`config.mk`:
```
export PLATFORM = sky130hd
export DESIGN_NAME = pac_conv
export DESIGN_NICKNAME = d
export VERILOG_FILES = /design/src/rtl/pac_pkg.sv /design/src/rtl/pac_conv.sv
export SDC_FILE = /design/constraint.sdc
export NUM_CORES = 1
export LEC_CHECK = 0
export BUFFER_PORTS_ARGS = -buffer_cell sky130_fd_sc_hd__buf_2
export CAP_MARGIN = 20
export CORE_UTILIZATION = 60
export DETAILED_ROUTE_END_ITERATION = 8
export PLACE_DENSITY = 0.92
export SLEW_MARGIN = 30
export SYNTH_ARGS = -nofsm -noshare
export SYNTH_HDL_FRONTEND = slang
export SYNTH_SLANG_ARGS = --single-unit
```
`constraint.sdc`:
```
create_clock -name clk -period 4.47 [get_ports clk]
set_input_delay 0.2235 -clock clk [delete_from_list [all_inputs] [get_ports clk]]
set_output_delay 0.2235 -clock clk [all_outputs]
set_load 0.05 [all_outputs]
```
`src/rtl/pac_pkg.sv`:
```
// Constants and types for the pager address code converter
package pac_pkg;
  // ****************
  // Character codes
  // ****************
  localparam logic [7:0] CH_0 = 8'h30; // Digit zero
  localparam logic [7:0] CH_9 = 8'h39; // Digit nine
  localparam logic [7:0] CH_A = 8'h41; // First standard letter
  localparam logic [7:0] CH_E = 8'h45; // Standard any-phase
  localparam logic [7:0] CH_I = 8'h49; // Standard all-phase
  localparam logic [7:0] CH_L = 8'h4C; // Last standard letter
  localparam logic [7:0] CH_P = 8'h50; // First extension letter
  localparam logic [7:0] CH_S = 8'h53; // Last extension letter
  localparam logic [7:0] CH_U = 8'h55; // First explicit letter
  localparam logic [7:0] CH_X = 8'h58; // Last single-phase letter
  localparam logic [7:0] CH_Y = 8'h59; // Explicit any-phase
  localparam logic [7:0] CH_Z = 8'h5A; // Explicit all-phase
  // ****************
  // Address limits
  // ****************
  localparam int ACC_W = 34; // Holds any ten digit value
  localparam logic [ACC_W-1:0] ADDR_MIN = 34'h0_0000_0001;
  localparam logic [ACC_W-1:0] ADDR_MAX = 34'h1_4020_0FFE;
  localparam logic [ACC_W-1:0] ONE_LIM = 34'h0_001E_FFFF;
  localparam logic [ACC_W-1:0] TWO_LIM = 34'h0_0020_1000;
  localparam logic [20:0] SHORT_OFS = 21'h00_8000; // Short word offset
  // ****************
  // Field lengths and values
  // ****************
  localparam logic [3:0] LEN_SHORT = 4'h7;
  localparam logic [3:0] LEN_L12 = 4'h9;
  localparam logic [3:0] LEN_LONG = 4'hA;
  localparam logic [3:0] LEN_OVER = 4'hB; // Saturation count
  localparam logic [2:0] PRE_BATT = 3'h1; // Battery digit only
  localparam logic [2:0] PRE_FULL = 3'h4; // Frame plus battery
  localparam logic [2:0] PRE_OVER = 3'h5; // Saturation count
  localparam logic [3:0] BATT_MAX = 4'h7;
  localparam logic [2:0] BATT_DEF = 3'h4;
  localparam logic [9:0] FRAME_MAX = 10'h07F;
  localparam int PH_LSB = 2; // Phase field position
  localparam int FR_LSB = 4; // Frame field position
  // ****************
  // Types
  // ****************
  typedef enum logic [1:0] {CLS_SHORT = 2'h0, CLS_L12 = 2'h1,
                            CLS_LONG = 2'h2} addr_class_e;
  typedef enum logic [1:0] {DEV_SINGLE = 2'h0, DEV_ANY = 2'h1,
                            DEV_ALL = 2'h2} dev_class_e;
  typedef enum logic [3:0] {PS_HEAD = 4'h1, PS_PRE = 4'h2,
                            PS_ADDR = 4'h4, PS_BAD = 4'h8} parse_e;
endpackage : pac_pkg

```
`src/rtl/pac_conv.sv`:
```
// Pager address code text to over-the-air field converter
//
// What this block does
// - Type letter only A-L or U-Z
// - Standard form: optional battery digit, default 4
// - Explicit form: optional frame and battery, else unknown
// - Accept P-S extension before ten digit code
// - Digit count gives address class
// - Address range and one/two word limits
// - Display shortest form, standard letter preferred
// - Phase is adjusted address bits 3:2
// - Frame is adjusted address bits 10:4
// - Subtract letter position within group first
// - A-D single, E-H any, I-L all phase
// - U-X fixed phases 0-3, Y any, Z all
// - Short word is address plus 32768
// - Battery b means every 2^b frames
`timescale 1ns/1ps
`default_nettype none
module pac_conv
  import pac_pkg::*;
(
  input  wire logic             clk,
  input  wire logic             rst_b,
  input  wire logic             in_valid,
  input  wire logic [7:0]       in_char,
  input  wire logic             in_last,
  output logic                  in_ready,
  output logic                  out_valid,
  output logic                  out_bad,
  output logic [ACC_W-1:0]      out_addr,
  output addr_class_e           out_cls,
  output logic                  out_one_word,
  output logic                  out_two_word,
  output logic                  out_std,
  output logic [7:0]            out_letter,
  output dev_class_e            out_dev,
  output logic [1:0]            out_phase,
  output logic                  out_phase_known,
  output logic [6:0]            out_frame,
  output logic                  out_frame_known,
  output logic [2:0]            out_batt,
  output logic                  out_batt_known,
  output logic [6:0]            out_look_mask,
  output logic                  out_ext,
  output logic [1:0]            out_ext_tag,
  output logic                  out_info_ok,
  output logic [20:0]           out_info,
  output logic                  out_disp_std,
  output logic [7:0]            out_disp_letter,
  output logic                  out_disp_batt
);
  // ****************
  // Parser state
  // ****************
  parse_e           st_r;      // Parse position
  logic             fin_r;     // Code complete, results next
  logic             ext_r;     // Extension letter seen
  logic [1:0]       etag_r;    // Extension letter index
  logic [2:0]       pcnt_r;    // Digits ahead of type letter
  logic [9:0]       facc_r;    // Prefix digits but the last
  logic [3:0]       last_r;    // Most recent prefix digit
  logic [7:0]       tl_r;      // Type letter
  logic [ACC_W-1:0] acc_r;     // Address value
  logic [3:0]       acnt_r;    // Address digit count
  logic             take;      // Character accepted
  // Character classes
  logic is_dig, is_std, is_nst, is_ext;
  assign is_dig = (in_char >= CH_0) && (in_char <= CH_9);
  assign is_std = (in_char >= CH_A) && (in_char <= CH_L);
  assign is_nst = (in_char >= CH_U) && (in_char <= CH_Z);
  assign is_ext = (in_char >= CH_P) && (in_char <= CH_S);
  // Stall only while results are formed
  assign in_ready = !fin_r;
  assign take = in_valid && in_ready;
  // ****************
  // Parser machine
  // ****************
  // Next parse position per character
  always_ff @(posedge clk) begin
    if (!rst_b) begin
      st_r <= PS_HEAD;
    end else if (fin_r) begin
      st_r <= PS_HEAD;
    end else if (take) begin
      case (st_r)
        PS_HEAD: begin
          if (is_ext && !ext_r) st_r <= PS_HEAD;
          else if (is_dig) st_r <= PS_PRE;
          else if (is_std || is_nst) st_r <= PS_ADDR;
          else st_r <= PS_BAD;
        end
        PS_PRE: begin
          if (is_dig) st_r <= PS_PRE;
          else if (is_std || is_nst) st_r <= PS_ADDR;
          else st_r <= PS_BAD;
        end
        PS_ADDR: begin
          if (!is_dig) st_r <= PS_BAD;
        end
        default: st_r <= PS_BAD;
      endcase
    end
  end
  // Completion flag, one cycle
  always_ff @(posedge clk) begin
    if (!rst_b) fin_r <= 1'b0;
    else fin_r <= take && in_last;
  end
  // Extension letter capture
  always_ff @(posedge clk) begin
    if (!rst_b || fin_r) begin
      ext_r  <= 1'b0;
      etag_r <= 2'h0;
    end else if (take && st_r == PS_HEAD && is_ext && !ext_r) begin
      ext_r  <= 1'b1;
      etag_r <= in_char[1:0];
    end
  end
  // Prefix digits: frame part and last digit
  always_ff @(posedge clk) begin
    if (!rst_b || fin_r) begin
      pcnt_r <= 3'h0;
      facc_r <= 10'h000;
      last_r <= 4'h0;
    end else if (take && is_dig && (st_r == PS_HEAD || st_r == PS_PRE)) begin
      if (pcnt_r != PRE_OVER) pcnt_r <= 3'(pcnt_r + 3'h1);
      facc_r <= 10'(facc_r * 10'h00A + {6'h00, last_r});
      last_r <= in_char[3:0];
    end
  end
  // Type letter capture
  always_ff @(posedge clk) begin
    if (!rst_b || fin_r) tl_r <= 8'h00;
    else if (take && (st_r == PS_HEAD || st_r == PS_PRE) && (is_std || is_nst))
      tl_r <= in_char;
  end
  // Decimal address accumulation
  always_ff @(posedge clk) begin
    if (!rst_b || fin_r) begin
      acc_r  <= '0;
      acnt_r <= 4'h0;
    end else if (take && st_r == PS_ADDR && is_dig) begin
      acc_r <= ACC_W'(acc_r * 34'h0_0000_000A + {30'h0, in_char[3:0]});
      if (acnt_r != LEN_OVER) acnt_r <= 4'(acnt_r + 4'h1);
    end
  end
  // ****************
  // Result forming
  // ****************
  logic             f_std;   // Standard embedding letter
  logic [1:0]       f_sub;   // Subtract amount
  logic [3:0]       f_idx;   // Standard letter index
  logic [ACC_W-1:0] f_adj;   // Adjusted address
  logic             f_pre_ok, f_len_ok, f_rng_ok;
  logic [2:0]       f_batt;
  logic             f_bk, f_fk, f_pk, f_match;
  logic [6:0]       f_frame;
  logic [1:0]       f_phase;
  dev_class_e       f_dev;
  addr_class_e      f_cls;
  // Decode of captured fields
  always_comb begin
    f_std = (tl_r >= CH_A) && (tl_r <= CH_L);
    // A/E/I take 0 up to D/H/L take 3
    f_sub = 2'(tl_r[1:0] - 2'h1);
    f_idx = 4'(tl_r[3:0] - 4'h1);
    f_adj = ACC_W'(acc_r - {32'h0, f_sub});
    if (f_std) f_pre_ok = (pcnt_r == 3'h0) ||
                          (pcnt_r == PRE_BATT && last_r <= BATT_MAX);
    else f_pre_ok = (pcnt_r == 3'h0) || (pcnt_r == PRE_FULL &&
                    facc_r <= FRAME_MAX && last_r <= BATT_MAX);
    f_len_ok = (acnt_r == LEN_SHORT || acnt_r == LEN_L12 ||
                acnt_r == LEN_LONG) && (!ext_r || acnt_r == LEN_LONG);
    f_rng_ok = (acc_r >= ADDR_MIN) && (acc_r <= ADDR_MAX) &&
               (!f_std || acc_r >= {32'h0, f_sub});
    if (acnt_r == LEN_SHORT) f_cls = CLS_SHORT;
    else if (acnt_r == LEN_L12) f_cls = CLS_L12;
    else f_cls = CLS_LONG;
    f_batt = BATT_DEF;
    f_bk = 1'b1;
    f_fk = 1'b1;
    f_pk = 1'b1;
    f_phase = 2'h0;
    f_frame = 7'h00;
    f_dev = DEV_SINGLE;
    f_match = 1'b0;
    if (f_std) begin
      f_phase = f_adj[PH_LSB +: 2];
      f_frame = f_adj[FR_LSB +: 7];
      f_dev = dev_class_e'(f_idx[3:2]);
      f_pk = (f_dev == DEV_SINGLE);
      if (pcnt_r == PRE_BATT) f_batt = last_r[2:0];
    end else begin
      if (tl_r <= CH_X) f_phase = 2'(tl_r[1:0] - 2'h1);
      if (tl_r == CH_Y) f_dev = DEV_ANY;
      else if (tl_r == CH_Z) f_dev = DEV_ALL;
      f_pk = (f_dev == DEV_SINGLE);
      f_fk = (pcnt_r == PRE_FULL);
      f_bk = f_fk;
      f_frame = f_fk ? facc_r[6:0] : 7'h00;
      f_batt = f_fk ? last_r[2:0] : 3'h0;
      // explicit data equal to standard rule
      f_match = f_fk && f_frame == acc_r[FR_LSB +: 7] &&
                (!f_pk || f_phase == acc_r[PH_LSB +: 2]);
    end
  end
  // Registered results, once per code
  always_ff @(posedge clk) begin
    if (!rst_b) begin
      out_valid <= 1'b0;
      out_bad <= 1'b0;
      out_addr <= '0;
      out_cls <= CLS_SHORT;
      out_one_word <= 1'b0;
      out_two_word <= 1'b0;
      out_std <= 1'b0;
      out_letter <= 8'h00;
      out_dev <= DEV_SINGLE;
      out_phase <= 2'h0;
      out_phase_known <= 1'b0;
      out_frame <= 7'h00;
      out_frame_known <= 1'b0;
      out_batt <= 3'h0;
      out_batt_known <= 1'b0;
      out_look_mask <= 7'h00;
      out_ext <= 1'b0;
      out_ext_tag <= 2'h0;
      out_info_ok <= 1'b0;
      out_info <= 21'h00_0000;
      out_disp_std <= 1'b0;
      out_disp_letter <= 8'h00;
      out_disp_batt <= 1'b0;
    end else begin
      out_valid <= fin_r;
      if (fin_r) begin
        // any malformed part flags the code
        out_bad <= (st_r != PS_ADDR) || !f_pre_ok || !f_len_ok || !f_rng_ok;
        out_addr <= acc_r;
        out_cls <= f_cls;
        // one word and two word bands
        out_one_word <= acc_r < ONE_LIM;
        out_two_word <= acc_r > TWO_LIM;
        out_std <= f_std;
        out_letter <= tl_r;
        out_dev <= f_dev;
        out_phase <= f_phase;
        out_phase_known <= f_pk;
        out_frame <= f_frame;
        out_frame_known <= f_fk;
        out_batt <= f_batt;
        out_batt_known <= f_bk;
        out_look_mask <= 7'((8'h01 << f_batt) - 8'h01);
        out_ext <= ext_r;
        out_ext_tag <= etag_r;
        out_info_ok <= (f_cls == CLS_SHORT) && (acc_r < ONE_LIM);
        out_info <= 21'(acc_r[20:0] + SHORT_OFS);
        out_disp_std <= f_std || f_match;
        if (f_std) out_disp_letter <= tl_r;
        else if (f_dev == DEV_ANY) out_disp_letter <= CH_E;
        else if (f_dev == DEV_ALL) out_disp_letter <= CH_I;
        else out_disp_letter <= CH_A;
        out_disp_batt <= f_bk && (f_batt != BATT_DEF);
      end
    end
  end

  logic [1:0]       c_sub;
  logic [ACC_W-1:0] c_adj;
  logic             ok;
  assign c_sub = 2'(out_letter[1:0] - 2'h1);
  assign c_adj = ACC_W'(out_addr - {32'h0, c_sub});
  assign ok = out_valid && !out_bad;
endmodule : pac_conv
`default_nettype wire

```
## After elaboration in Yosys (flattened, before gate mapping)

Index checks and enable logic that the tools add are counted.

| storage, ports and cells | value |
|---|---|
| output and inout bits | 109 |
| logic and storage cells | 165 |
| register bits | 178 |

| cells by class | value |
|---|---|
| bitwise logic cells | 1 |
| $add $sub $neg | 9 |
| reduce and logical (&&, ||, !) cells | 57 |
| multiply operators | 2 |
| shift operators | 1 |
| multiplexer cells | 26 |
| order comparisons | 18 |
| equality and inequality tests | 19 |

Operators by type and width:

| operator | count |
|---|---|
| <= comparator 8 x 7 -> 1 bit (second input constant) | 5 |
| adder 34 x 4 -> 34 bit | 1 |
| greater-or-equal comparator 34 x 1 -> 1 bit (second input constant) | 1 |
| greater-or-equal comparator 34 x 2 -> 1 bit | 1 |
| > comparator 34 x 22 -> 1 bit (second input constant) | 1 |
| <= comparator 34 x 33 -> 1 bit (second input constant) | 1 |
| < comparator 34 x 21 -> 1 bit (second input constant) | 1 |
| multiplier 34 x 3 -> 33 bit (second input constant) | 1 |
| greater-or-equal comparator 8 x 7 -> 1 bit (second input constant) | 4 |
| logical AND 1 bit | 27 |
| 2-to-1 mux 4 bit | 6 |
| adder 21 x 16 -> 21 bit (second input constant) | 1 |
| 2-to-1 mux 2 bit | 9 |
| == test 8 x 7 -> 1 bit (second input constant) | 2 |
| logical OR 1 bit | 14 |
| 2-to-1 mux 7 bit | 2 |
| one-hot mux 4 bit (3 select lines) | 1 |
| subtractor 11 x 2 -> 11 bit | 1 |
| adder 10 x 4 -> 10 bit | 1 |
| <= comparator 10 x 7 -> 1 bit (second input constant) | 1 |
| multiplier 10 x 3 -> 9 bit (second input constant) | 1 |
| 2-to-1 mux 3 bit | 3 |
| == test 4 x 3 -> 1 bit (second input constant) | 2 |
| == test 4 bit (second input constant) | 2 |
| 29 further kinds | 44 |

## Logic depth before layout (Yosys ltp)

Gate-level depths: netlist of run 1.

| depth | value |
|---|---|
| word-level depth | 10 |
| gate-level depth with buffers | 13 |

## Least setup slack after synthesis of run 1

OpenSTA, ideal clock, no wires.

| timing | value |
|---|---|
| path type | register to register |
| start | reg acc_r[1] |
| end | reg acc_r[32] |
| setup slack | 0.834 ns |
| path buffers | 0 |
| setup time | 0.120 ns |
| data arrival time | 3.517 ns |
| data required time | 4.350 ns |
| period minus slack after synthesis | 3.636 ns |
| cell stages (with the launch flop) | 13 |
| cells stage by stage | dfxtp_1 -> ha_1 -> ha_1 -> fa_1 -> a211oi_2 -> nor4_4 -> o2111ai_1 -> a31oi_1 -> a311oi_2 -> nand4_2 -> a2111oi_4 -> a21oi_1 -> o31a_1 |

| on the way | value |
|---|---|
| cells in the longest elaborated chain, start to end | 2 |

RTL lines:

| item | RTL line | RTL |
|---|---|---|
| start, declared | pac_conv.sv:64 | `logic [ACC_W-1:0] acc_r;` |
| start signal, assigned | pac_conv.sv:144 | `acc_r <= ACC_W'(acc_r * 34'h0_0000_000A + {30'h0, in_char[3:0]});` |
| multiplier 34 x 3 -> 33 bit | pac_conv.sv:144 |  |
| adder 34 x 4 -> 34 bit | pac_conv.sv:144 |  |

Every way passes these cells.
A chain may end at the register's enable or synchronous reset.

## Worst setup path after layout of run 1

| timing | value |
|---|---|
| start | reg acc_r[3] |
| end | reg acc_r[31] |

The elaborated chain is that of the path after synthesis.

==> results of run 1 <==
==> cell usage after synthesis, drive strengths merged (7+ instances only) <==
master and number:
or2 8, nor4 16, xor2 29, ha 91, clkbuf 54, inv 36, o21a 11, a21oi 74
a31oi 9, and3 16, a21o 16, xnor2 46, o31ai 7, nand3 33, o211a 14, o21ai 61
buf 30, a311oi 8, nand2 95, nor3 30, mux2i 63, and2 10, nor2 117, or3 11
nand4 18, dfxtp 163, a211oi 34, nor2b 57, o211ai 8
==> metrics by stage <==
stage                     worst slack, ps  std cells  hold slack, ps  instance area, sq um  total power [uW]
after floorplan                       834       1254             359                 10700              1620
after global placement                442       1529             426                 11300              1670
after detailed placement              263       1529             435                 11300              1670
after CTS                             230       1561            36.5                 11900              3140
after global routing                 12.9       1562            26.8                 11900              3210
final                                 279       1562            39.8                 11900              3140
==> report_power, final <==
part           leakage [uW]  switching (uW)  total [uW]  internal (uW)
Sequential          0.00132            14.1        1480           1470
Clock              0.000281             634        1500            866
Combinational       0.00360             115         162           46.8
Total               0.00520             764        3140           2380
==> critical path, delay by kind of cell, from the launching register on <==
| kind | cells | cell delay (ps) |
|---|---|---|
| simple gates | 5 | 1460 |
| fa+ha+maj | 3 | 1030 |
| compound gates | 3 | 640 |
| flops | 1 | 510 |
| xor+xnor | 1 | 220 |
| buf+inv | 1 | 170 |
==> how the worst max path moves through the flow <==
stage	start	end	slack, ps	cells after the start
3_3_place_gp	acc_r[3]$_SDFFE_PP0P_	acc_r[32]$_SDFFE_PP0P_	440	12
5_1_grt	acc_r[3]$_SDFFE_PP0P_	acc_r[31]$_SDFFE_PP0P_	10	12
2_1_floorplan	acc_r[1]$_SDFFE_PP0P_	acc_r[32]$_SDFFE_PP0P_	830	12
3_5_place_dp	acc_r[3]$_SDFFE_PP0P_	acc_r[31]$_SDFFE_PP0P_	260	12
6_report	acc_r[3]$_SDFFE_PP0P_	acc_r[31]$_SDFFE_PP0P_	280	13
4_1_cts	acc_r[3]$_SDFFE_PP0P_	acc_r[31]$_SDFFE_PP0P_	230	12
==> final cells by class <==
| class | instances | area share |
|---|---|---|
| Clock buffer | 20 | 0.0384 |
| Multi-Input combinational cell | 971 | 0.581 |
| Tap cell | 225 | 0.0236 |
| Inverter | 36 | 0.0113 |
| Timing Repair Buffer | 135 | 0.0598 |
| Clock inverter | 12 | 0.0122 |
| Sequential cell | 163 | 0.274 |
==> kinds of logic after synthesis <==
family,after synthesis,share of synthesized area
AOI/OAI and AO/OA,293,0.190
muxes,66,0.0622
buffers and inverters,120,0.0488
DFF,163,0.305
xor gates and xnor gates,75,0.0615
and+or+nand+nor,441,0.217
adders and majority gates,96,0.115
==> sequential cells by signal (all words and copies together) (netlist names), 2 cells and up <==
signal           count
etag_r               2
last_r               4
acc_r               34
out_dev              2
out_look_mask        7
out_letter           8
out_frame            7
st_r                 4
out_phase            2
pcnt_r               3
acnt_r               4
out_ext_tag          2
out_addr            34
out_info             6
facc_r              10
out_cls              2
out_disp_letter      8
tl_r                 8
out_batt             3
==> repair_timing <==
action                     in CTS  in global routing
gates resized for setup         0                  1
setup endpoints to repair       0                  2
setup buffers                   0                  1
==> metal layers <==
layer	vias up	share of wire	GRT usage
li1	4643	-	-
met1	4602	0.40	0.382
met2	466	0.48	0.539
met3	95	0.079	0.0554
met4	0	0.042	0.179
met5	-	0	0
==> run_results.csv, run 1 <==
group,metric,value,unit
finish,area_delta_synth_final,11.6,%
hold_path,hp-class,"in -> reg",
synthesis,synth_edf_count,0,
sta,rsz0062_at_grt,"false",
synthesis,synth_area_per_cell,8.52,sq um
finish,diodes,0,
sta,tns,0,ps
power_and_ir_drop,peakVddDrop,293,uV
synthesis,syn_nets,1361,
synthesis,seq_area_frac_synth,0.305,
setup_path,crit_path_end_kind,"register",
synthesis,synth.cell_area,10700,sq um
hold_path,hold_depth,2,
floorplanning,dieArea,18300,sq um
drt,drtPass1Iterations,6,
finish,final_cell_mix,"dfxtp_1, buf_2, nor2_1, nand2_1, ha_1",
power_and_ir_drop,power_density,264,nW/um^2
sta,fmax,239,MHz
synthesis,yosysTopAreaCellShare,0.305,
run,maxCapViolations,0,
drt,via_per_inst,6.28,
setup_path,rrSetupSlack,280,ps
floorplanning,die_x,135,um
clocking,root_buffer,"clkbuf_16",
finish,layout_commonest_cell,"dfxtp_1",
sta,slew_viol_final,0,
synthesis,synth_area_leaders,"dfxtp_1, ha_1, mux2i_1",
synthesis,ys.warnings.count,0,
setup_path,cpMaxStageDelayCell,"dfxtp_1",
floorplanning,row_count,48,
setup_path,cp.required,4740,ps
grt,first_global_vias,9438,
finish,fin_nets,1431,
clocking,htreeDepth,4,
floorplanning,core,17400,sq um
placed_design,port_buffers,120,
finish,multiInputGateArea,6930,sq um
drt,drt_iter0_markers,1032,
sta,skew,12.4,ps
setup_path,crit_type,"reg -> reg",
setup_path,critical_path.max_fanout,9,
floorplanning,initial_core_util,0.616,
setup_path,r2r-end,"acc_r[31]$_SDFFE_PP0P_",
clocking,cts_sinks,163,
clocking,cts_buffer_depth,2,
synthesis,synth-seq-cells,163,
setup_path,r2r_start,"acc_r[3]$_SDFFE_PP0P_",
sta,worstMarginPinSlew,985,ps
setup_path,cpMostUsedCell,"ha_1",
finish,fin_util,0.687,
hold_path,worstHoldStart,"in_last",
sta,slew_headroom,0.335,
synthesis,netlist_instances,1254,
grt,antenna_found_initial,1,
setup_path,cp_data_arrival_time,4460,ps
clocking,clkTransAtPathRegs,60,ps
clocking,cts_tree,"built",
finish,final_layout_size_suffix_gt1_frac,0.156,
placed_design,globalplace.congestion,0.969,
placed_design,dpl.hpwl,20.6,mm
floorplanning,top_level_ports,121,
sta,period_share,0.938,
hold_path,whs_endpoint,"fin_r$_SDFF_PN0_",
setup_path,start_kind,"register",
synthesis,async_reset_ff_frac,0,
drt,drtAntennaViolNets,0,
clocking,ctsHoldBuffers,0,
drt,wl_per_cell,18.5,um
floorplanning,fp.dieH,135,um
setup_path,reg2reg_depth,13,
grt,grt-ovfl-total,0,
grt,grt_use_total,0.319,
grt,grt_start_max_net_pins,68,
setup_path,cp_cell_sequence,"ha_1, ha_1, fa_1, a211oi_4, nor4_4, nor3_1, xnor2_1, and4bb_2, nand4_2, nor3_4, buf_4, a21o_1, a311oi_1",
sta,final-setup-viol-count,0,
drt,vias,9806,
finish,ff_latch_area,3270,sq um
drt,drt_wl_total,28.8,mm
clocking,numCtsBuffers,17,
synthesis,synth_top_cell_by_area,"dfxtp_1",
power_and_ir_drop,p_leak,0.00520,uW
drt,drc_errors,0,
finish,fill_cells,1250,
outcome,outcome,"finished clean",
synthesis,post_synth_num_cell_types,85,
grt,grt_pass1_wl,46.3,mm
setup_path,cpPeakStageDelay,510,ps
sta,finalHoldViolCount,0,
synthesis,synth_flop_cell,"dfxtp_1",
sta,fin_crit,4190,ps
clocking,clock_latency,440,ps
Note: power is estimated with default switching activity, not from simulation.
==> run 2, diff against run 1 <==
--- a/config.mk
+++ b/config.mk
@@ -10,6 +10,7 @@
 export CORE_UTILIZATION = 60
 export DETAILED_ROUTE_END_ITERATION = 8
 export PLACE_DENSITY = 0.92
+export RECOVER_POWER = 100
 export SLEW_MARGIN = 30
 export SYNTH_ARGS = -nofsm -noshare
 export SYNTH_HDL_FRONTEND = slang
==> run 2 against run 1 <==
Effect of this change: the flow now finishes with violations (max-capacitance violations, max-slew violations); cell area is 1.5% lower; fmax shrank 0.68%; routed wire length up 0.37%; cell count is the same; global-route usage unchanged; critical path depth is 1 lower; clock power about the same; clock-buffer cell count unchanged; non-clock buffer count unchanged; die area unchanged; hold slack gained 1.6 ps; first-iteration DRC count down 0.29%; critical endpoint is now acc_r[29]$_SDFFE_PP0P_; largest cell class unchanged.
==> run_results.csv, run 2 (synthesis results as in run 1) <==
group,metric,value,unit
outcome,outcome,"finished, violations left",
outcome,failed_checks,"max-capacitance violations, max-slew violations",
clocking,htreeDepth,4,
setup_path,cp_data_arrival_time,4550,ps
floorplanning,core,17400,sq um
drt,vias,9931,
sta,fmax,237,MHz
clocking,cts_buffer_depth,2,
drt,drtPass1Iterations,5,
grt,grt_pass1_wl,46.3,mm
clocking,cts_tree,"built",
power_and_ir_drop,p_switching,759,uW
sta,rsz0062_at_grt,"false",
grt,antenna_found_initial,1,
drt,wl_per_cell,18.5,um
clocking,clkTransAtPathRegs,60,ps
setup_path,start_kind,"register",
power_and_ir_drop,intPower,2380,uW
placed_design,dpl.hpwl,20.6,mm
sta,slew_viol_final,107,
finish,diodes,0,
finish,layout_commonest_cell,"dfxtp_1",
power_and_ir_drop,power_density,267,nW/um^2
drt,drt_wl_total,28.9,mm
placed_design,port_buffers,120,
drt,via_per_inst,6.36,
finish,fin_util,0.677,
drt,drc_errors,0,
sta,final-setup-viol-count,0,
power_and_ir_drop,p_comb_frac,0.051,
finish,reg.largest.list,"acc_r (34), out_addr (34), facc_r (10)",
clocking,root_buffer,"clkbuf_16",
finish,fill_cells,1330,
setup_path,crit_type,"reg -> reg",
grt,grt-ovfl-total,0,
drt,drtAntennaViolNets,0,
sta,period_share,0.944,
power_and_ir_drop,clockPowerShare,0.477,
floorplanning,top_level_ports,121,
drt,drt_iter0_markers,1029,
grt,grt_use_total,0.319,
placed_design,globalplace.congestion,0.969,
sta,worstMarginPinSlew,1840,ps
power_and_ir_drop,swShare,0.242,
sta,finalHoldViolCount,0,
floorplanning,die_x,135,um
power_and_ir_drop,p_leak,0.00471,uW
placed_design,dp_cells,1529,
floorplanning,fp.dieH,135,um
finish,final_cells,1562,
placed_design,dp_slack,263,ps
sta,setup_ws,251,ps
finish,fin_nets,1431,
sta,skew,13.4,ps
run,maxCapViolations,2,
floorplanning,dieArea,18300,sq um
setup_path,critical_path.max_fanout,9,
setup_path,crit_path_end_kind,"register",
finish,area_delta_synth_final,9.96,%
sta,whs,41.4,ps
power_and_ir_drop,pwr-share-seq,0.472,
floorplanning,row_count,48,
clocking,cts_sinks,163,
finish,final_cell_mix,"dfxtp_1, nor2_1, clkbuf_1, nand2_1, ha_1",
setup_path,cp.required,4800,ps
sta,tns,0,ps
clocking,clock_latency,430,ps
power_and_ir_drop,peakVddDrop,291,uV
clocking,numCtsBuffers,17,
grt,first_global_vias,9438,
sta,fin_crit,4220,ps
grt,grt_start_max_net_pins,68,
hold_path,hp-class,"in -> reg",
floorplanning,initial_core_util,0.616,
sta,slew_headroom,-0.230,
finish,final_layout_size_suffix_gt1_frac,0.0666,
## run 2: cell type report
type	count	area, sq um	area share
Clock buffer	20	458	0.0390
Clock inverter	12	145	0.0124
Inverter	36	135	0.0115
Multi-Input combinational cell	971	6910	0.588
Sequential cell	163	3260	0.278
Tap cell	225	282	0.0240
Timing Repair Buffer	135	563	0.0479
## run 2: path summary, 6_finish.rpt
kind	slack [ps]	from	cells after the start	end
hold / removal	40	in_last	2	fin_r$_SDFF_PN0_
hold reg to reg	450	out_one_word$_SDFFE_PN0P_	2	out_one_word$_SDFFE_PN0P_
setup reg to reg	250	acc_r[3]$_SDFFE_PP0P_	12	acc_r[29]$_SDFFE_PP0P_
setup / recovery	250	acc_r[3]$_SDFFE_PP0P_	12	acc_r[29]$_SDFFE_PP0P_
## run 2: per-layer routing
metal  wire length [um]  global-route usage
met5                  0                   0
met4               1280               0.179
met1              11600               0.382
met3               2230              0.0554
met2              13800               0.539
## run 2: metrics by stage
| stage | instance area [sq um] | total power, uW |
|---|---|---|
| finish | 11800 | 3140 |
| detailed placement | 11300 | 1670 |
| global placement | 11300 | 1670 |
| global route | 11800 | 3210 |
| CTS | 11900 | 3140 |
| floorplan | 10700 | 1620 |
## run 2: repair_timing
| item | in CTS | in global routing |
|---|---|---|
| hold buffers | 0 | 0 |
| setup buffers | 0 | 1 |
| gates resized for setup | 0 | 1 |
| endpoints found under the setup margin | 0 | 2 |
## run 2: critical path, cell delays in order (launching register included)
cell	delay, ps
dfxtp_1	510
ha_1	300
ha_1	260
fa_1	470
a211oi_4	440
nor4_4	120
o2111ai_1	390
and3_1	290
xnor2_1	230
nand4_2	320
nor4_1	440
xnor2_1	160
o21a_1	180
## run 2: power by group through the flow
| stage | Clock [uW] | Sequential [uW] | Combinational [uW] |
|---|---|---|---|
| 6_report | 1500 | 1480 | 160 |
| 5_1_grt | 1560 | 1480 | 167 |
| 4_1_cts | 1500 | 1480 | 159 |
| 3_5_place_dp | 0 | 1510 | 158 |
| 3_3_place_gp | 0 | 1510 | 155 |
| 2_1_floorplan | 0 | 1540 | 81.4 |
